[src/rtl/mpsad_params.svh]
// Opcode, field positions and reset values for the multiply/add datapath
`ifndef MPSAD_PARAMS_SVH
`define MPSAD_PARAMS_SVH
`define MPSAD_OP_MSB        31
`define MPSAD_OP_LSB        26
`define MPSAD_SRCA_MSB      25
`define MPSAD_SRCA_LSB      21
`define MPSAD_SRCB_MSB      20
`define MPSAD_SRCB_LSB      16
`define MPSAD_DST_MSB       15
`define MPSAD_DST_LSB       11
`define MPSAD_SHAMT_MSB     10
`define MPSAD_SHAMT_LSB     6
`define MPSAD_FN_MSB        5
`define MPSAD_FN_LSB        0
`define MPSAD_OP_SPECIAL    6'h00
`define MPSAD_OP_SPECIAL2   6'h1c
`define MPSAD_FN_SUM_TRAP   6'h20
`define MPSAD_FN_SUM_NOTRAP 6'h21
`define MPSAD_FN_SHIFT      6'h00
`define MPSAD_FN_DEDUCT     6'h05
`define MPSAD_FN_LOWPROD    6'h02
`define MPSAD_SA_INHIBIT    5'h01
`define MPSAD_ZERO15        15'h0000
`define MPSAD_ZERO32       32'h0000_0000
`define MPSAD_ZERO64       64'h0000_0000_0000_0000
`define MPSAD_ZERO5        5'h00
`endif

[src/rtl/mpsad_pkg.sv]
// Types shared by the multiply/add datapath
package mpsad_pkg;
  typedef enum logic [2:0] {
    OP_NONE,
    OP_NOOP,
    OP_SUM_TRAP,
    OP_SUM_NOTRAP,
    OP_DEDUCT,
    OP_LOWPROD
  } mpsad_op_e;
endpackage : mpsad_pkg

[src/rtl/mpsad_datapath.sv]
// Integer execution datapath: multiply-subtract, multiply, no-op, add
// Summary of operation
// [RULE_01] Multiply-subtract forms full 64-bit unsigned product of both sources.
// [RULE_02] Product subtracted from upper:bottom accumulator pair, written back.
// [RULE_03] Multiply-subtract and multiply-to-register never raise exceptions.
// [RULE_04] Multiply-to-register: signed 64-bit product, low 32 bits to dest.
// [RULE_05] Accumulator halves undefined after multiply-to-register; left unchanged.
// [RULE_06] Superscalar-inhibit no-op behaves as an ordinary no-op.
// [RULE_07] Add decoded from opcode 000000, function 100000, three 5-bit fields.
// [RULE_08] Issuer keeps unnamed zero fields at zero; else unpredictable.
// [RULE_09] Signed add overflow: destination untouched, overflow exception raised.
// [RULE_10] Signed add without overflow writes 32-bit sum to destination.
// [RULE_11] Issuer keeps branches, returns, wait out of delay slots.
// [RULE_12] Sum without trap: same sum, never traps, always writes.
// [RULE_13] Overflow when bit 32 of 33-bit sign-extended sum differs from bit 31.
// [RULE_14] Accumulator update wraps modulo 2^64, borrow discarded.
`include "mpsad_params.svh"
`timescale 1ns/1ns
`default_nettype none
module mpsad_datapath (
  input  wire logic        mclk_i,
  input  wire logic        sys_rst_i,
  input  wire logic        issue_valid_i,
  input  wire logic [31:0] instr_i,
  input  wire logic [31:0] source_a_val_i,
  input  wire logic [31:0] source_b_val_i,
  output logic [4:0]       source_a_field_o,
  output logic [4:0]       source_b_field_o,
  output logic             wr_en_o,
  output logic [4:0]       wr_addr_o,
  output logic [31:0]      wr_data_o,
  output logic             ovf_exc_o,
  output logic             illegal_o,
  output logic [31:0]      product_upper_half_o,
  output logic [31:0]      product_bottom_half_o
);
  ////////////////////////////////////////////////////////////////////////////
  // Decode
  mpsad_pkg::mpsad_op_e op;
  logic [5:0]  opc;
  logic [5:0]  fn;
  logic [4:0]  sa;
  logic [4:0]  rd;
  logic        noop_fields_clear;
  assign opc = instr_i[`MPSAD_OP_MSB:`MPSAD_OP_LSB];
  assign fn  = instr_i[`MPSAD_FN_MSB:`MPSAD_FN_LSB];
  assign sa  = instr_i[`MPSAD_SHAMT_MSB:`MPSAD_SHAMT_LSB];
  assign rd  = instr_i[`MPSAD_DST_MSB:`MPSAD_DST_LSB];
  // Register file reads are combinational on the field outputs
  assign source_a_field_o = instr_i[`MPSAD_SRCA_MSB:`MPSAD_SRCA_LSB];
  assign source_b_field_o = instr_i[`MPSAD_SRCB_MSB:`MPSAD_SRCB_LSB];
  // Both no-op forms need every register field clear
  assign noop_fields_clear =
    instr_i[`MPSAD_SRCA_MSB:`MPSAD_DST_LSB] == `MPSAD_ZERO15;

  // Nonzero unused fields are screened only for the no-op forms; issuer keeps them zero
  // Trade-off: a full screen would add a wide compare to every opcode
  always_comb begin
    op = mpsad_pkg::OP_NONE;
    if (opc == `MPSAD_OP_SPECIAL) begin
      if (fn == `MPSAD_FN_SUM_TRAP) begin
        op = mpsad_pkg::OP_SUM_TRAP; // RULE_07
      end else if (fn == `MPSAD_FN_SUM_NOTRAP) begin
        op = mpsad_pkg::OP_SUM_NOTRAP; // RULE_12
      end else if (fn == `MPSAD_FN_SHIFT && noop_fields_clear &&
                   (sa == `MPSAD_ZERO5 || sa == `MPSAD_SA_INHIBIT)) begin
        // Inhibit form only orders issue slots; here it is a plain no-op
        op = mpsad_pkg::OP_NOOP; // RULE_06
      end
    end else if (opc == `MPSAD_OP_SPECIAL2) begin
      if (fn == `MPSAD_FN_DEDUCT) begin
        op = mpsad_pkg::OP_DEDUCT; // RULE_01
      end else if (fn == `MPSAD_FN_LOWPROD) begin
        op = mpsad_pkg::OP_LOWPROD; // RULE_04
      end
    end
  end

  ////////////////////////////////////////////////////////////////////////////
  // Arithmetic
  logic [32:0] sum33;
  logic        ovf;
  logic [63:0] uprod;
  logic [63:0] sprod;
  logic [63:0] acc_q;
  logic [63:0] acc_new;
  assign sum33 = {source_a_val_i[31], source_a_val_i} +
                 {source_b_val_i[31], source_b_val_i}; // RULE_13
  assign ovf   = sum33[32] != sum33[31]; // RULE_13
  assign uprod = {`MPSAD_ZERO32, source_a_val_i} *
                 {`MPSAD_ZERO32, source_b_val_i}; // RULE_01
  // Operands widened first so the product is the full signed 64 bits
  assign sprod = {{32{source_a_val_i[31]}}, source_a_val_i} *
                 {{32{source_b_val_i[31]}}, source_b_val_i}; // RULE_04
  assign acc_new = acc_q - uprod; // RULE_02 RULE_14

  ////////////////////////////////////////////////////////////////////////////
  // Result and accumulator state
  logic        wr_en_q,  wr_en_d;
  logic [4:0]  wr_addr_q, wr_addr_d;
  logic [31:0] wr_data_q, wr_data_d;
  logic        ovf_q,    ovf_d;
  logic        ill_q,    ill_d;
  logic [63:0] acc_d;

  always_comb begin
    wr_en_d   = 1'b0;
    wr_addr_d = rd;
    wr_data_d = `MPSAD_ZERO32;
    ovf_d     = 1'b0;
    ill_d     = 1'b0;
    acc_d     = acc_q;
    if (issue_valid_i) begin
      unique case (op)
        mpsad_pkg::OP_NONE: begin
          ill_d = 1'b1;
        end
        mpsad_pkg::OP_NOOP: begin
        end
        mpsad_pkg::OP_SUM_TRAP: begin
          if (ovf) begin
            ovf_d = 1'b1; // RULE_09
          end else begin
            wr_en_d   = 1'b1; // RULE_10
            wr_data_d = sum33[31:0];
          end
        end
        mpsad_pkg::OP_SUM_NOTRAP: begin
          wr_en_d   = 1'b1; // RULE_12
          wr_data_d = sum33[31:0];
        end
        mpsad_pkg::OP_DEDUCT: begin
          acc_d = acc_new; // RULE_02 RULE_03
        end
        mpsad_pkg::OP_LOWPROD: begin
          // Accumulator is architecturally undefined; keep it to save power
          wr_en_d   = 1'b1; // RULE_04 RULE_05 RULE_03
          wr_data_d = sprod[31:0];
        end
      endcase
    end
  end

  always_ff @(posedge mclk_i) begin
    if (sys_rst_i) begin
      wr_en_q   <= 1'b0;
      wr_addr_q <= `MPSAD_ZERO5;
      wr_data_q <= `MPSAD_ZERO32;
      ovf_q     <= 1'b0;
      ill_q     <= 1'b0;
      acc_q     <= `MPSAD_ZERO64;
    end else begin
      wr_en_q   <= wr_en_d;
      wr_addr_q <= wr_addr_d;
      wr_data_q <= wr_data_d;
      ovf_q     <= ovf_d;
      ill_q     <= ill_d;
      acc_q     <= acc_d;
    end
  end

  assign wr_en_o               = wr_en_q;
  assign wr_addr_o             = wr_addr_q;
  assign wr_data_o             = wr_data_q;
  assign ovf_exc_o             = ovf_q;
  assign illegal_o             = ill_q;
  assign product_upper_half_o  = acc_q[63:32];
  assign product_bottom_half_o = acc_q[31:0];
endmodule : mpsad_datapath
`default_nettype wire

[config.mk]
export PLATFORM = sky130hd
export DESIGN_NAME = mpsad_datapath
export DESIGN_NICKNAME = d
export VERILOG_FILES = /design/src/rtl/mpsad_pkg.sv /design/src/rtl/mpsad_datapath.sv
export VERILOG_INCLUDE_DIRS = /design/src /design/src/rtl
export SDC_FILE = /design/constraint.sdc
export NUM_CORES = 2
export LEC_CHECK = 0
export ABC_AREA = 1
export BUFFER_PORTS_ARGS = -buffer_cell sky130_fd_sc_hd__buf_2
export CORE_ASPECT_RATIO = 0.7
export CORE_UTILIZATION = 58
export CTS_CLUSTER_DIAMETER = 60
export CTS_CLUSTER_SIZE = 16
export DETAILED_ROUTE_END_ITERATION = 7
export PLACE_DENSITY = 0.85
export SLEW_MARGIN = 20
export SYNTH_ARGS = -nofsm -noshare
export SYNTH_HDL_FRONTEND = slang
export SYNTH_SLANG_ARGS = --single-unit
[constraint.sdc]
create_clock -name mclk_i -period 11.7 [get_ports mclk_i]
set_clock_uncertainty 0.2 [all_clocks]
set_input_delay 1.755 -clock mclk_i [delete_from_list [all_inputs] [get_ports mclk_i]]
set_output_delay 1.755 -clock mclk_i [all_outputs]
set_load 0.005 [all_outputs]
==> flow_summary.yaml <==
setup_path:
  cp_slowest_cell: "nor4_1"
  critical_path.cell_chain: "buf_2 -> ha_1 -> fa_1 -> fa_1 -> inv_1 -> fa_1 -> fa_1 -> fa_1 -> fa_1 -> fa_1 -> fa_1 -> ha_1 -> nand2_1 -> nor2_1 -> inv_1 -> nor2_1 -> inv_1 -> nor4_1 -> nand3_2 -> nand3_1 -> nand3_1 -> nand2_1 -> inv_1"
  cp_top_family: "adder cells"
  required_ns: 11.81
  rrSetupSlack_ns: 3.96
  crit_buf_inv: 5
  crit_type: "input pin to register"
  max_stage_delay_ns: 1.08
  cp_common_cell: "fa_1"
  path_max_fanout: 32
  worst_setup_path_end_kind: "register"
  arrival_ns: 10.08
  cp-start-kind: "input pin"
finish:
  drive_gt1_share_pct: 5.03
  area_growth_pct: 4.22
  layout.nets: 8839
  fill_cells: 8055
drt:
  detail_route.wl_per_cell_um: 22.5
  met3_length_mm: 28.2
  drc: 0
  dr_total_vias: 45600
  top_layer: "met5"
  finalWirelength_mm: 185
  first_pass_iters: 7
  viasPerCell: 5.53
  drt_iter0_markers: 4753
  wl_met2_mm: 76.9
  wl_met1_mm: 70.0
  postRouteAntennaNets: 0
sta:
  hold_viol_final: 0
  holdWs_ns: 0.327
  fin_crit_ns: 9.97
  worst_slew_pin_slew_ns: 1.39
  setup_viol: 0
  post-route-period-util_pct: 85.2
  drv_slew: 0
  slew_headroom_pct: 6.48
  fin_setup_tns_ns: 0
  fmax_mhz: 100
  rsz0062_at_grt: "false"
synthesis:
  syn_inst: 6960
  yosysSeqAreaShare_pct: 3.82
  netlist.area_leader.share_pct: 47.3
  ys.flop_type: "dfxtp_1"
  synth_commonest_cells: "2,321 x inv_1, 1,496 x nand2_1, 1,289 x fa_1"
  synth-seq-cells: 104
  syn_area_sq_um: 54600
  syn_area_per_cell_sq_um: 7.84
  yosys_warnings: 0
  synth-async-reset-ratio_pct: 0
  netlist-cell-type-count: 55
  synth_edf_count: 0
  synth_area_leader_cell: "fa_1"
  synth.most_common_cell: "inv_1"
  synthTopCellsByArea: "fa_1 47%, inv_1 16%, ha_1 11%"
  synth.net_count: 8806
floorplan:
  core.rowCount: 93
  initial_core_util_pct: 58.9
  coreArea_sq_um: 92600
  die_area_sq_um: 95300
  num_io_pins: 213
  die_w_um: 369
  fp.dieH_um: 259
placed_design:
  place.gp.congestion: 1.07
  io_buffers: 211
  hpwlAfterDp_mm: 155
cts:
  clk_latency_ns: 0.40
  cts_tree: "done"
  htreeDepth: 3
  clkSinkCount: 104
  cts_hold_buf: 0
  cts.clk_slew.worst_paths_ns: 0.09
  cts_made_buffers: 9
  clock_path_buffers: 2
  cts_root_buffer: "clkbuf_16"
  cts_resized: 0
  post_cts_buffers: 0
global_routing:
  grt_max_degree: 44
  grt_pass1_wl_mm: 282
  antenna_found_initial: 7
  track_usage_pct: 39.9
  grt_overflow: 0
  first_global_vias: 48200
status:
  outcome: "finished clean"
worst_hold_path:
  min_path_type: "register to register"
flow_run:
  cap_violations: 0
placed cells by master (no fill, tap or decap), types with 4 or more instances in the layout:
master	count
clkbuf_16	9
o211ai_1	25
buf_2	211
inv_1	2320
fa_1	1289
o21ai_0	141
nand2_2	11
a31oi_1	14
xor2_1	22
o21a_1	8
o21bai_1	24
o21ai_2	7
nand2_1	1496
nor2_2	7
nor2_1	229
nor3_1	28
diode_2	4
ha_1	458
buf_4	45
a21o_1	11
or2_1	4
or2_2	21
nand4_1	27
xnor2_1	20
nand3b_1	5
inv_2	13
dfxtp_1	104
a21oi_1	224
a21oi_2	5
nand3_1	148
o21ai_1	19
nor4_1	15
cell families (layout without fill, tap and decap cells):
| family | count (synthesis) | in the layout | share of synthesized area [%] |
|---|---|---|---|
| compound gates | 497 | 497 | 5.14 |
| xor+xnor | 42 | 42 | 0.674 |
| fa+ha+maj | 1747 | 1747 | 57.8 |
| buf+inv | 2567 | 2604 | 17.8 |
| other cells | 0 | 4 | 0 |
| flops | 104 | 104 | 3.82 |
| simple gates | 2003 | 2003 | 14.7 |
stage by stage:
step	instance area (sq um)	util (%)	worst slack, ns	std cells
2_1_floorplan	54600	-	3.55	6960
4_1_cts	56800	61.4	2.01	8232
3_5_place_dp	56500	61.0	1.58	8217
3_3_place_gp	56500	61.0	1.76	8217
6_report	56900	61.4	1.73	8236
5_1_grt	56800	61.4	1.66	8232
registers in the layout, summed over array words and instances, names as in the netlist:
register and flops:
wr_en_o 1, acc_q 64, illegal_o 1, wr_addr_o 5, wr_data_o 32, ovf_exc_o 1
path summary, 6_finish.rpt:
kind	from	endpoint	cells past startpoint
setup / recovery	source_b_val_i[18]	acc_q[56]	23
hold reg to reg	acc_q[5]	acc_q[5]	2
hold / removal	acc_q[5]	acc_q[5]	2
setup reg to reg	acc_q[29]	acc_q[42]	26
area by class of cell:
class | instances | area (sq um) | area share [%]
clock inverter | 6 | 75.1 | 0.132
clock buffer | 9 | 225 | 0.396
antenna | 4 | 10.0 | 0.0176
tap | 1235 | 1550 | 2.72
multi-input combinational | 4289 | 42800 | 75.2
inverter | 2333 | 8760 | 15.4
timing repair buffer | 256 | 1390 | 2.45
sequential | 104 | 2080 | 3.66
tightest hold or removal path: stages, from the launching register on:
cell,delay (ns)
dfxtp_1,0.33
inv_1,0.09
a21oi_1,0.07
metal layers:
| layer | up-vias | global-route usage (%) |
|---|---|---|
| li1 | 19700 | - |
| met3 | 593 | 14.6 |
| met5 | - | 0 |
| met1 | 22200 | 53.2 |
| met4 | 10 | 17.1 |
| met2 | 3064 | 58.6 |
Power is left out: the tool's default activity adds up to more than one toggle a clock period on the data nets, which glitch-free logic cannot reach.
